==> src/core/pgl_pkg.sv <==
// Constants, register map and field layout for the low pin group block.
// Notes on behaviour
// (RULE_01) A pin is general-purpose I/O when its function-select bit is zero.
// (RULE_02) Driver-type bit one drives push-pull, zero drives open-drain.
// (RULE_03) Direction bit one makes the pin an output, zero an input.
// (RULE_04) An output pin carries the value written to its data bit.
// (RULE_05) Reading a data bit returns the sampled pin level.
// (RULE_06) Only input pins may raise a wake or interrupt event.
// (RULE_07) A wake event also needs the pin's own wake enable bit set.
// (RULE_08) Reset protection keeps all four fields when a reset reload occurs.
// (RULE_09) Function select resets to EEPROM image, else OTP, else 0xF.
// (RULE_10) Driver type resets to EEPROM image, else OTP, else 0x0.
// (RULE_11) Direction resets to EEPROM image, else OTP, else 0x0, all inputs.
// (RULE_12) Data resets to EEPROM image, else OTP, else 0x0.
// (RULE_13) An input pin's data bit has no stored default; reads show the pin.
// (RULE_14) USB reset or lite reset reloads every field from the last image.
// (RULE_15) Bits 31:16 read as zero and ignore writes.
package pgl_pkg;
	localparam int PIN_N = 4;
	localparam int ADDR_W = 8;
	localparam int DATA_W = 32;
	localparam int CFG_W = 16;
	localparam int SYNC_STAGES = 3;

	localparam logic [ADDR_W-1:0] CTRL_ADDR = 8'h00;
	localparam logic [ADDR_W-1:0] WAKE_ADDR = 8'h04;
	localparam logic [ADDR_W-1:0] CFG_ADDR = 8'h18;

	localparam int DATA_LSB = 0;
	localparam int DIR_LSB = 4;
	localparam int DRV_LSB = 8;
	localparam int FUNC_LSB = 12;

	localparam int CTRL_LITE_BIT = 0;
	localparam int CTRL_PROT_BIT = 1;
	localparam int WAKE_EN_LSB = 0;
	localparam int WAKE_POL_LSB = 4;

	localparam logic [PIN_N-1:0] FUNC_FALLBACK = 4'hF;
	localparam logic [PIN_N-1:0] DRV_FALLBACK = 4'h0;
	localparam logic [PIN_N-1:0] DIR_FALLBACK = 4'h0;
	localparam logic [PIN_N-1:0] DATA_FALLBACK = 4'h0;
	localparam logic [CFG_W-1:0] CFG_FALLBACK = 16'hF000;
	localparam logic [PIN_N-1:0] WAKE_RESET = 4'h0;

	localparam logic [1:0] RESP_OKAY = 2'h0;
	localparam logic [1:0] RESP_SLVERR = 2'h2;
endpackage

==> src/core/pgl_axil_slave.sv <==
// AXI4-Lite slave front end that turns bus transfers into register strobes.
`timescale 1ns/100ps
module pgl_axil_slave (
	input wire logic clk_i,
	input wire logic sys_rst_i,
	input wire logic [pgl_pkg::ADDR_W-1:0] s_axi_awaddr_i,
	input wire logic s_axi_awvalid_i,
	output logic s_axi_awready_o,
	input wire logic [pgl_pkg::DATA_W-1:0] s_axi_wdata_i,
	input wire logic [3:0] s_axi_wstrb_i,
	input wire logic s_axi_wvalid_i,
	output logic s_axi_wready_o,
	output logic [1:0] s_axi_bresp_o,
	output logic s_axi_bvalid_o,
	input wire logic s_axi_bready_i,
	input wire logic [pgl_pkg::ADDR_W-1:0] s_axi_araddr_i,
	input wire logic s_axi_arvalid_i,
	output logic s_axi_arready_o,
	output logic [pgl_pkg::DATA_W-1:0] s_axi_rdata_o,
	output logic [1:0] s_axi_rresp_o,
	output logic s_axi_rvalid_o,
	input wire logic s_axi_rready_i,
	output logic wr_en_o,
	output logic [pgl_pkg::ADDR_W-1:0] wr_addr_o,
	output logic [pgl_pkg::DATA_W-1:0] wr_data_o,
	output logic [3:0] wr_strb_o,
	input wire logic wr_ok_i,
	output logic rd_en_o,
	output logic [pgl_pkg::ADDR_W-1:0] rd_addr_o,
	input wire logic [pgl_pkg::DATA_W-1:0] rd_data_i,
	input wire logic rd_ok_i
);
	import pgl_pkg::*;

	logic aw_held;
	logic w_held;
	logic [ADDR_W-1:0] awaddr;
	logic [DATA_W-1:0] wdata;
	logic [3:0] wstrb;
	logic bvalid;
	logic [1:0] bresp;
	logic rvalid;
	logic [DATA_W-1:0] rdata;
	logic [1:0] rresp;
	logic next_aw_held;
	logic next_w_held;
	logic [ADDR_W-1:0] next_awaddr;
	logic [DATA_W-1:0] next_wdata;
	logic [3:0] next_wstrb;
	logic next_bvalid;
	logic [1:0] next_bresp;
	logic next_rvalid;
	logic [DATA_W-1:0] next_rdata;
	logic [1:0] next_rresp;

	// Address and data are caught in either order; the write happens once
	// both are held and the previous response has been taken.
	assign s_axi_awready_o = !aw_held;
	assign s_axi_wready_o = !w_held;
	assign wr_en_o = aw_held && w_held && !bvalid;
	assign wr_addr_o = awaddr;
	assign wr_data_o = wdata;
	assign wr_strb_o = wstrb;
	assign s_axi_arready_o = !rvalid;
	assign rd_en_o = s_axi_arvalid_i && !rvalid;
	assign rd_addr_o = s_axi_araddr_i;

	always_comb begin
		next_aw_held = aw_held;
		next_w_held = w_held;
		next_awaddr = awaddr;
		next_wdata = wdata;
		next_wstrb = wstrb;
		next_bvalid = bvalid;
		next_bresp = bresp;
		next_rvalid = rvalid;
		next_rdata = rdata;
		next_rresp = rresp;
		if (s_axi_awvalid_i && !aw_held) begin
			next_aw_held = 1'b1;
			next_awaddr = s_axi_awaddr_i;
		end
		if (s_axi_wvalid_i && !w_held) begin
			next_w_held = 1'b1;
			next_wdata = s_axi_wdata_i;
			next_wstrb = s_axi_wstrb_i;
		end
		if (wr_en_o) begin
			next_aw_held = 1'b0;
			next_w_held = 1'b0;
			next_bvalid = 1'b1;
			next_bresp = wr_ok_i ? RESP_OKAY : RESP_SLVERR;
		end
		if (bvalid && s_axi_bready_i) begin
			next_bvalid = 1'b0;
		end
		if (rd_en_o) begin
			next_rvalid = 1'b1;
			next_rdata = rd_ok_i ? rd_data_i : '0;
			next_rresp = rd_ok_i ? RESP_OKAY : RESP_SLVERR;
		end
		if (rvalid && s_axi_rready_i) begin
			next_rvalid = 1'b0;
		end
	end

	always_ff @(posedge clk_i) begin
		if (sys_rst_i) begin
			aw_held <= 1'b0;
			w_held <= 1'b0;
			awaddr <= '0;
			wdata <= '0;
			wstrb <= '0;
			bvalid <= 1'b0;
			bresp <= RESP_OKAY;
			rvalid <= 1'b0;
			rdata <= '0;
			rresp <= RESP_OKAY;
		end else begin
			aw_held <= next_aw_held;
			w_held <= next_w_held;
			awaddr <= next_awaddr;
			wdata <= next_wdata;
			wstrb <= next_wstrb;
			bvalid <= next_bvalid;
			bresp <= next_bresp;
			rvalid <= next_rvalid;
			rdata <= next_rdata;
			rresp <= next_rresp;
		end
	end

	assign s_axi_bvalid_o = bvalid;
	assign s_axi_bresp_o = bresp;
	assign s_axi_rvalid_o = rvalid;
	assign s_axi_rdata_o = rdata;
	assign s_axi_rresp_o = rresp;
endmodule

==> src/core/pgl_pin_sync.sv <==
// Three-stage synchroniser with agreement filter for the pin inputs.
`timescale 1ns/100ps
module pgl_pin_sync #(
	parameter int WIDTH = pgl_pkg::PIN_N
) (
	input wire logic clk_i,
	input wire logic sys_rst_i,
	input wire logic [WIDTH-1:0] async_i,
	output logic [WIDTH-1:0] level_o
);
	import pgl_pkg::*;

	logic [WIDTH-1:0] stage1;
	logic [WIDTH-1:0] stage2;
	logic [WIDTH-1:0] stage3;
	logic [WIDTH-1:0] level;
	logic [WIDTH-1:0] next_level;

	if (WIDTH < 1) begin : g_width_check
		$error("pgl_pin_sync needs at least one bit");
	end

	// A bit changes only once the second and third stages agree.
	always_comb begin
		next_level = level;
		for (int i = 0; i < WIDTH; i++) begin
			if (stage2[i] == stage3[i]) begin
				next_level[i] = stage2[i];
			end
		end
	end

	always_ff @(posedge clk_i) begin
		if (sys_rst_i) begin
			stage1 <= '0;
			stage2 <= '0;
			stage3 <= '0;
			level <= '0;
		end else begin
			stage1 <= async_i;
			stage2 <= stage1;
			stage3 <= stage2;
			level <= next_level;
		end
	end

	assign level_o = level;
endmodule

==> src/core/pgl_top.sv <==
// Low pin group configuration register, pin drivers and wake qualification.
`timescale 1ns/100ps
module pgl_top (
	input wire logic clk_i,
	input wire logic sys_rst_i,
	input wire logic [pgl_pkg::ADDR_W-1:0] s_axi_awaddr_i,
	input wire logic s_axi_awvalid_i,
	output logic s_axi_awready_o,
	input wire logic [pgl_pkg::DATA_W-1:0] s_axi_wdata_i,
	input wire logic [3:0] s_axi_wstrb_i,
	input wire logic s_axi_wvalid_i,
	output logic s_axi_wready_o,
	output logic [1:0] s_axi_bresp_o,
	output logic s_axi_bvalid_o,
	input wire logic s_axi_bready_i,
	input wire logic [pgl_pkg::ADDR_W-1:0] s_axi_araddr_i,
	input wire logic s_axi_arvalid_i,
	output logic s_axi_arready_o,
	output logic [pgl_pkg::DATA_W-1:0] s_axi_rdata_o,
	output logic [1:0] s_axi_rresp_o,
	output logic s_axi_rvalid_o,
	input wire logic s_axi_rready_i,
	input wire logic image_load_i,
	input wire logic eeprom_present_i,
	input wire logic [pgl_pkg::CFG_W-1:0] eeprom_image_i,
	input wire logic otp_programmed_i,
	input wire logic [pgl_pkg::CFG_W-1:0] otp_image_i,
	input wire logic usb_reset_i,
	input wire logic [pgl_pkg::PIN_N-1:0] general_pin_n_i,
	output logic [pgl_pkg::PIN_N-1:0] general_pin_n_o,
	output logic [pgl_pkg::PIN_N-1:0] general_pin_n_oe_o,
	output logic [pgl_pkg::PIN_N-1:0] wake_o
);
	import pgl_pkg::*;

	logic wr_en;
	logic [ADDR_W-1:0] wr_addr;
	logic [DATA_W-1:0] wr_data;
	logic [3:0] wr_strb;
	logic wr_ok;
	logic rd_en;
	logic [ADDR_W-1:0] rd_addr;
	logic [DATA_W-1:0] rd_data;
	logic rd_ok;
	logic [PIN_N-1:0] pin_level;

	logic [PIN_N-1:0] pin_function_select;
	logic [PIN_N-1:0] pin_driver_type;
	logic [PIN_N-1:0] pin_direction;
	logic [PIN_N-1:0] pin_data;
	logic [CFG_W-1:0] image;
	logic reset_protect;
	logic [PIN_N-1:0] wake_enable;
	logic [PIN_N-1:0] wake_polarity;
	logic [PIN_N-1:0] next_pin_function_select;
	logic [PIN_N-1:0] next_pin_driver_type;
	logic [PIN_N-1:0] next_pin_direction;
	logic [PIN_N-1:0] next_pin_data;
	logic [CFG_W-1:0] next_image;
	logic next_reset_protect;
	logic [PIN_N-1:0] next_wake_enable;
	logic [PIN_N-1:0] next_wake_polarity;

	logic [CFG_W-1:0] load_image;
	logic lite_soft_reset;
	logic cfg_wr;
	logic reload;

	pgl_axil_slave u_bus (
		.clk_i(clk_i),
		.sys_rst_i(sys_rst_i),
		.s_axi_awaddr_i(s_axi_awaddr_i),
		.s_axi_awvalid_i(s_axi_awvalid_i),
		.s_axi_awready_o(s_axi_awready_o),
		.s_axi_wdata_i(s_axi_wdata_i),
		.s_axi_wstrb_i(s_axi_wstrb_i),
		.s_axi_wvalid_i(s_axi_wvalid_i),
		.s_axi_wready_o(s_axi_wready_o),
		.s_axi_bresp_o(s_axi_bresp_o),
		.s_axi_bvalid_o(s_axi_bvalid_o),
		.s_axi_bready_i(s_axi_bready_i),
		.s_axi_araddr_i(s_axi_araddr_i),
		.s_axi_arvalid_i(s_axi_arvalid_i),
		.s_axi_arready_o(s_axi_arready_o),
		.s_axi_rdata_o(s_axi_rdata_o),
		.s_axi_rresp_o(s_axi_rresp_o),
		.s_axi_rvalid_o(s_axi_rvalid_o),
		.s_axi_rready_i(s_axi_rready_i),
		.wr_en_o(wr_en),
		.wr_addr_o(wr_addr),
		.wr_data_o(wr_data),
		.wr_strb_o(wr_strb),
		.wr_ok_i(wr_ok),
		.rd_en_o(rd_en),
		.rd_addr_o(rd_addr),
		.rd_data_i(rd_data),
		.rd_ok_i(rd_ok)
	);

	pgl_pin_sync #(
		.WIDTH(PIN_N)
	) u_sync (
		.clk_i(clk_i),
		.sys_rst_i(sys_rst_i),
		.async_i(general_pin_n_i),
		.level_o(pin_level)
	);

	assign wr_ok = (wr_addr == CTRL_ADDR) || (wr_addr == WAKE_ADDR) ||
		(wr_addr == CFG_ADDR);
	assign rd_ok = (rd_addr == CTRL_ADDR) || (rd_addr == WAKE_ADDR) ||
		(rd_addr == CFG_ADDR);

	// Image priority: EEPROM, then OTP, then the fixed fallback values.
	assign load_image = eeprom_present_i ? eeprom_image_i :
		(otp_programmed_i ? otp_image_i : CFG_FALLBACK); // RULE_09
	assign lite_soft_reset = wr_en && (wr_addr == CTRL_ADDR) && wr_strb[0] &&
		wr_data[CTRL_LITE_BIT];
	assign reload = usb_reset_i || lite_soft_reset; // RULE_14
	assign cfg_wr = wr_en && (wr_addr == CFG_ADDR);

	// Input-pin data bits read the synchronised level, upper half reads zero.
	always_comb begin
		rd_data = '0;
		unique case (rd_addr)
			CFG_ADDR: begin
				rd_data = {16'h0000, pin_function_select, pin_driver_type,
					pin_direction, pin_level}; // RULE_05 RULE_13 RULE_15
			end
			CTRL_ADDR: begin
				rd_data[CTRL_PROT_BIT] = reset_protect;
			end
			WAKE_ADDR: begin
				rd_data[WAKE_EN_LSB +: PIN_N] = wake_enable;
				rd_data[WAKE_POL_LSB +: PIN_N] = wake_polarity;
			end
			default: begin
				rd_data = '0;
			end
		endcase
	end

	// A reload or image load later in this process wins over a write while reset_protect is clear.
	always_comb begin
		next_pin_function_select = pin_function_select;
		next_pin_driver_type = pin_driver_type;
		next_pin_direction = pin_direction;
		next_pin_data = pin_data;
		next_image = image;
		next_reset_protect = reset_protect;
		next_wake_enable = wake_enable;
		next_wake_polarity = wake_polarity;
		if (cfg_wr && wr_strb[0]) begin
			next_pin_data = wr_data[DATA_LSB +: PIN_N];
			next_pin_direction = wr_data[DIR_LSB +: PIN_N];
		end
		if (cfg_wr && wr_strb[1]) begin
			next_pin_driver_type = wr_data[DRV_LSB +: PIN_N];
			next_pin_function_select = wr_data[FUNC_LSB +: PIN_N];
		end
		if (wr_en && (wr_addr == CTRL_ADDR) && wr_strb[0]) begin
			next_reset_protect = wr_data[CTRL_PROT_BIT];
		end
		if (wr_en && (wr_addr == WAKE_ADDR) && wr_strb[0]) begin
			next_wake_enable = wr_data[WAKE_EN_LSB +: PIN_N];
			next_wake_polarity = wr_data[WAKE_POL_LSB +: PIN_N];
		end
		if (image_load_i) begin
			next_image = load_image;
		end
		if ((image_load_i || reload) && !reset_protect) begin // RULE_08
			next_pin_data = next_image[DATA_LSB +: PIN_N]; // RULE_12
			next_pin_direction = next_image[DIR_LSB +: PIN_N]; // RULE_11
			next_pin_driver_type = next_image[DRV_LSB +: PIN_N]; // RULE_10
			next_pin_function_select = next_image[FUNC_LSB +: PIN_N];
		end
	end

	always_ff @(posedge clk_i) begin
		if (sys_rst_i) begin
			pin_function_select <= FUNC_FALLBACK; // RULE_09
			pin_driver_type <= DRV_FALLBACK; // RULE_10
			pin_direction <= DIR_FALLBACK; // RULE_11
			pin_data <= DATA_FALLBACK; // RULE_12
			image <= CFG_FALLBACK;
			reset_protect <= 1'b0;
			wake_enable <= WAKE_RESET;
			wake_polarity <= WAKE_RESET;
		end else begin
			pin_function_select <= next_pin_function_select;
			pin_driver_type <= next_pin_driver_type;
			pin_direction <= next_pin_direction;
			pin_data <= next_pin_data;
			image <= next_image;
			reset_protect <= next_reset_protect;
			wake_enable <= next_wake_enable;
			wake_polarity <= next_wake_polarity;
		end
	end

	// Pin drivers and wake qualification, registered one cycle after config.
	for (genvar i = 0; i < PIN_N; i++) begin : g_pin
		logic next_out;
		logic next_oe;
		logic next_wake;
		always_comb begin
			next_out = pin_data[i]; // RULE_04
			// Open-drain pins only drive while the data bit is low.
			next_oe = !pin_function_select[i] && pin_direction[i] &&
				(pin_driver_type[i] || !pin_data[i]); // RULE_01 RULE_02 RULE_03
			next_wake = !pin_function_select[i] && !pin_direction[i] &&
				wake_enable[i] &&
				(pin_level[i] == wake_polarity[i]); // RULE_06 RULE_07
		end
		always_ff @(posedge clk_i) begin
			if (sys_rst_i) begin
				general_pin_n_o[i] <= 1'b0;
				general_pin_n_oe_o[i] <= 1'b0;
				wake_o[i] <= 1'b0;
			end else begin
				general_pin_n_o[i] <= next_out;
				general_pin_n_oe_o[i] <= next_oe;
				wake_o[i] <= next_wake;
			end
		end
	end
endmodule

==> config.mk <==
export PLATFORM = sky130hd
export DESIGN_NAME = pgl_top
export DESIGN_NICKNAME = d
export VERILOG_FILES = /design/src/core/pgl_pkg.sv /design/src/core/pgl_axil_slave.sv /design/src/core/pgl_pin_sync.sv /design/src/core/pgl_top.sv
export SDC_FILE = /design/constraint.sdc
export NUM_CORES = 1
export LEC_CHECK = 0
export ABC_AREA = 0
export BUFFER_PORTS_ARGS = -buffer_cell sky130_fd_sc_hd__buf_2
export CORE_MARGIN = 2
export CORE_UTILIZATION = 45
export DETAILED_ROUTE_END_ITERATION = 10
export PLACE_DENSITY = 0.75
export SYNTH_ARGS = -nofsm -noshare
export SYNTH_HDL_FRONTEND = slang
export SYNTH_SLANG_ARGS = --single-unit
==> constraint.sdc <==
create_clock -name clk_i -period 2.59 [get_ports clk_i]
set_clock_uncertainty 0.1 [all_clocks]
set_input_delay 0.518 -clock clk_i [delete_from_list [all_inputs] [get_ports clk_i]]
set_output_delay 0.518 -clock clk_i [all_outputs]
set_load 0.01 [all_outputs]
==> reports/qor.json <==
{
  "clock_network": {
    "cts_post_setup_buffers_inserted": 0,
    "clock_tree.buffer_depth": 2,
    "cts-hold-fix-buffers": 0,
    "post_cts.resized_instances": 0,
    "cts_tree": "done",
    "cts_made_buffers": 17,
    "clk_pin_slew_ps": 60,
    "clock-sinks": 117,
    "insertion_delay_ps": 520,
    "clock-root-buffer": "sky130_fd_sc_hd__clkbuf_8",
    "htreeDepth": 4
  },
  "power_and_ir_drop": {
    "p_switching_mw": 1.08,
    "power.leakage_nw": 2.51,
    "vdd_drop_max_uv": 381,
    "clockPowerShare_pct": 49.4,
    "seq_power_share_pct": 42.3,
    "power.density_nw_per_um2": 764,
    "swShare_pct": 23.6,
    "p_int_mw": 3.50,
    "comb_power_share_pct": 8.3
  },
  "sta": {
    "fin_tns_setup_ps": 0,
    "fin_crit_sh_pct": 90.6,
    "post-route-min-period_ps": 2350,
    "finalHoldViolations": 0,
    "final_setup_violation_count": 0,
    "maxSlewViolCount": 0,
    "worstMarginPinSlew_ps": 672,
    "max_slew_margin_pct": 55.2,
    "setup_repair_after_global_routing_missed_its_margin": "false",
    "fmaxAchievable_ghz": 0.426
  },
  "finish": {
    "drive_above_1_share_pct": 26.6,
    "antenna_cells_inserted": 0,
    "core_utilization_of_the_finished_layout_pct": 58.1,
    "nNetsFinal": 741,
    "synthToLayoutAreaGrowth_pct": 25.0
  },
  "worst_setup_path": {
    "crit_chain": "or4_4 -> or4_4 -> and2_4 -> a311oi_1",
    "regToRegSetupSlack_ps": 240,
    "critical_path.reg2reg.endpoint": "pin_data[0]",
    "cp-end-kind": "flip-flop",
    "critPathMostFrequentCell": "sky130_fd_sc_hd__or4_4",
    "crit_arrival_ps": 2660,
    "worst_r2r_startpoint": "u_bus.wr_addr_o[0]",
    "worstRegToRegCells": 4,
    "max_stage_delay_cell_worst_path": "sky130_fd_sc_hd__or4_4",
    "worst-endpoint-required_ps": 2910,
    "worstSetupStartpointType": "flip-flop",
    "crit_path_max_fanout": 16,
    "critPathKind": "flip-flop to flip-flop",
    "worst_path_largest_cell_delay_ps": 680
  },
  "worst_hold_path": {
    "min_delay_worst_endpoint": "u_sync.stage1[0]",
    "hold_start": "general_pin_n_i[0]",
    "hold_depth": 2,
    "hp-class": "input port to flip-flop"
  },
  "die": {
    "die-height_um": 107,
    "chipWidth_um": 107,
    "floorplan.io_pins": 152,
    "design.die.area_um2": 11500,
    "number_of_rows_in_the_core_area": 37,
    "floorplan.core_area_um2": 10300,
    "floorplan.initialDensity_pct": 46.5
  },
  "grt": {
    "track_usage_pct": 21.3,
    "global_route_wire_length_before_repair_mm": 19.1,
    "number_of_global_route_vias_before_repair": 4032,
    "gr-total-overflow": 0,
    "grt_start_max_net_pins": 53,
    "grt_antenna_before_repair": 0
  },
  "placed_design": {
    "port_buffers": 115,
    "hpwl_after_detailed_placement_mm": 8.41,
    "gp_routability_congestion": 0.815
  },
  "detailed_routing": {
    "sum_of_routed_wire_length_over_all_layers_mm": 11.9,
    "detail_route.first_pass.iterations": 4,
    "dr_total_vias": 4053,
    "per_cell_routed_wire_length_um": 15.0,
    "drt_iter0_drc": 194,
    "vias_per_cell": 5.13,
    "drtAntennaViolNets": 0,
    "route.detailed.drc": 0
  },
  "logic_synthesis": {
    "syn_avg_cell_area_um2": 9.08,
    "async_flop_share_pct": 0,
    "synth_seq_area_share_pct": 48.8,
    "synthesis.instances": 529,
    "yosysWarnings": 0,
    "dominantRegCellSynth": "sky130_fd_sc_hd__dfxtp_1",
    "synth_enable_flop_cells": 0,
    "yosys_register_bits": 117,
    "synthesis.area_um2": 4800,
    "ys_types": 45
  },
  "outcome": {
    "result_of_the_run": "complete, no violations"
  },
  "job": {
    "max_cap_violations": 0
  }
}
[power by group through the flow]
| stage | clock network [mW] | registers (mW) | logic, mW |
|---|---|---|---|
| 3_5_place_dp | 0 | 1.98 | 0.376 |
| 6_report | 2.26 | 1.94 | 0.379 |
| 5_1_grt | 2.36 | 1.95 | 0.423 |
| 4_1_cts | 2.29 | 1.94 | 0.380 |
| 2_1_floorplan | 0 | 1.96 | 0.274 |
| 3_3_place_gp | 0 | 1.97 | 0.365 |
[kinds of logic (layout without fill, tap and decap cells)]
logic type / count (synthesis) / count (layout) / synth area share [%]
AND/OR/NAND/NOR: 222 / 222 / 23.9
flip-flops: 117 / 117 / 48.8
AO/OA/AOI/OAI: 106 / 106 / 15.6
buffers and inverters: 57 / 165 / 6.33
multiplexers: 22 / 22 / 4.61
XOR/XNOR: 4 / 4 / 0.729
other: 1 / 18 / 0.0781
[worst max-delay path by stage]
| stage | start | endpoint | cells after the start |
|---|---|---|---|
| finish | u_bus.wr_addr_o[0] | pin_data[0] | 4 |
| global route | u_bus.wr_addr_o[0] | pin_direction[0] | 4 |
| CTS | u_bus.wr_addr_o[0] | pin_data[0] | 4 |
| detailed placement | u_bus.wr_addr_o[0] | pin_data[0] | 4 |
| global placement | u_bus.wr_addr_o[0] | pin_data[2] | 4 |
| floorplan | s_axi_araddr_i[6] | u_bus.s_axi_rdata_o[7] | 4 |
[routing by layer]
layer / GRT usage [%] / up-vias / part of all wire (%)
met5: 0 / - / 0
met4: 7.51 / 0 / 1.5
met3: 5.87 / 17 / 5.1
met2: 35.6 / 124 / 49
met1: 26.4 / 1893 / 45
li1: - / 2019 / -
[flip-flops by register name, indices dropped and copies added, names as in the netlist, 4 cells and up]
signal and flops:
pin_function_select 4, general_pin_n_o 4, pin_direction 4, u_sync.stage2 4, u_bus.wr_data_o 16, u_bus.wr_addr_o 8
u_sync.level_o 4, pin_driver_type 4, wake_enable 4, wake_o 4, image 16, wake_polarity 4
pin_data 4, u_bus.s_axi_rdata_o 16, u_sync.stage1 4, general_pin_n_oe_o 4, u_sync.stage3 4
[worst max-delay path, delay by kind of cell (launching register included)]
kind | cells | cell delay (ps)
simple gates | 3 | 1570
flops | 1 | 310
compound gates | 1 | 260
[cell type report]
cell class	instances	area [µm²]
Fill cell	901	4320
Sequential cell	117	2340
Multi-Input combinational cell	372	2220
Timing Repair Buffer	126	661
Clock buffer	18	418
Tap cell	136	170
Clock inverter	13	160
Inverter	8	30.0
[stage by stage]
stage	setup slack, ps	power, mW	hold slack (ps)	area (µm²)	std cells
global route	169	4.73	121	6000	790
floorplan	310	2.24	314	4870	546
detailed placement	290	2.35	332	5420	759
global placement	351	2.34	325	5420	759
CTS	245	4.61	96.9	6000	790
finish	244	4.58	110	6000	790
[cells in the final DEF (no fill, tap or decap), types with 4 or more instances in the layout]
| cell | n |
|---|---|
| sky130_fd_sc_hd__buf_4 | 12 |
| sky130_fd_sc_hd__nor2_1 | 50 |
| sky130_fd_sc_hd__inv_1 | 8 |
| sky130_fd_sc_hd__xnor2_1 | 4 |
| sky130_fd_sc_hd__nand2_1 | 85 |
| sky130_fd_sc_hd__o21ai_0 | 6 |
| sky130_fd_sc_hd__clkinvlp_4 | 5 |
| sky130_fd_sc_hd__a21oi_1 | 42 |
| sky130_fd_sc_hd__buf_2 | 114 |
| sky130_fd_sc_hd__nor2b_1 | 37 |
| sky130_fd_sc_hd__mux2i_1 | 21 |
| sky130_fd_sc_hd__nand3b_1 | 12 |
| sky130_fd_sc_hd__a22o_1 | 15 |
| sky130_fd_sc_hd__clkbuf_16 | 16 |
| sky130_fd_sc_hd__conb_1 | 18 |
| sky130_fd_sc_hd__a31oi_1 | 12 |
| sky130_fd_sc_hd__dfxtp_1 | 117 |
| sky130_fd_sc_hd__a2bb2oi_1 | 4 |
| sky130_fd_sc_hd__a22oi_1 | 8 |
| sky130_fd_sc_hd__a311oi_1 | 7 |
| sky130_fd_sc_hd__a311oi_2 | 6 |
| sky130_fd_sc_hd__nand2b_1 | 8 |
| sky130_fd_sc_hd__and4b_1 | 4 |
[synthesized netlist by cell type (8+ instances only)]
| cell type | count | area share (%) |
|---|---|---|
| sky130_fd_sc_hd__a21oi_1 | 42 | 4.4 |
| sky130_fd_sc_hd__a22o_1 | 15 | 2.7 |
| sky130_fd_sc_hd__a22oi_1 | 8 | 1.3 |
| sky130_fd_sc_hd__a31oi_1 | 12 | 1.6 |
| sky130_fd_sc_hd__buf_4 | 18 | 2.8 |
| sky130_fd_sc_hd__clkbuf_1 | 26 | 2.0 |
| sky130_fd_sc_hd__dfxtp_1 | 117 | 49 |
| sky130_fd_sc_hd__inv_1 | 8 | 0.63 |
| sky130_fd_sc_hd__mux2i_1 | 21 | 4.4 |
| sky130_fd_sc_hd__nand2_1 | 85 | 6.6 |
| sky130_fd_sc_hd__nand2b_1 | 8 | 1.0 |
| sky130_fd_sc_hd__nand3b_1 | 12 | 1.9 |
| sky130_fd_sc_hd__nor2_1 | 50 | 3.9 |
| sky130_fd_sc_hd__nor2b_1 | 37 | 4.8 |
Power figures use the tool's default switching activity.
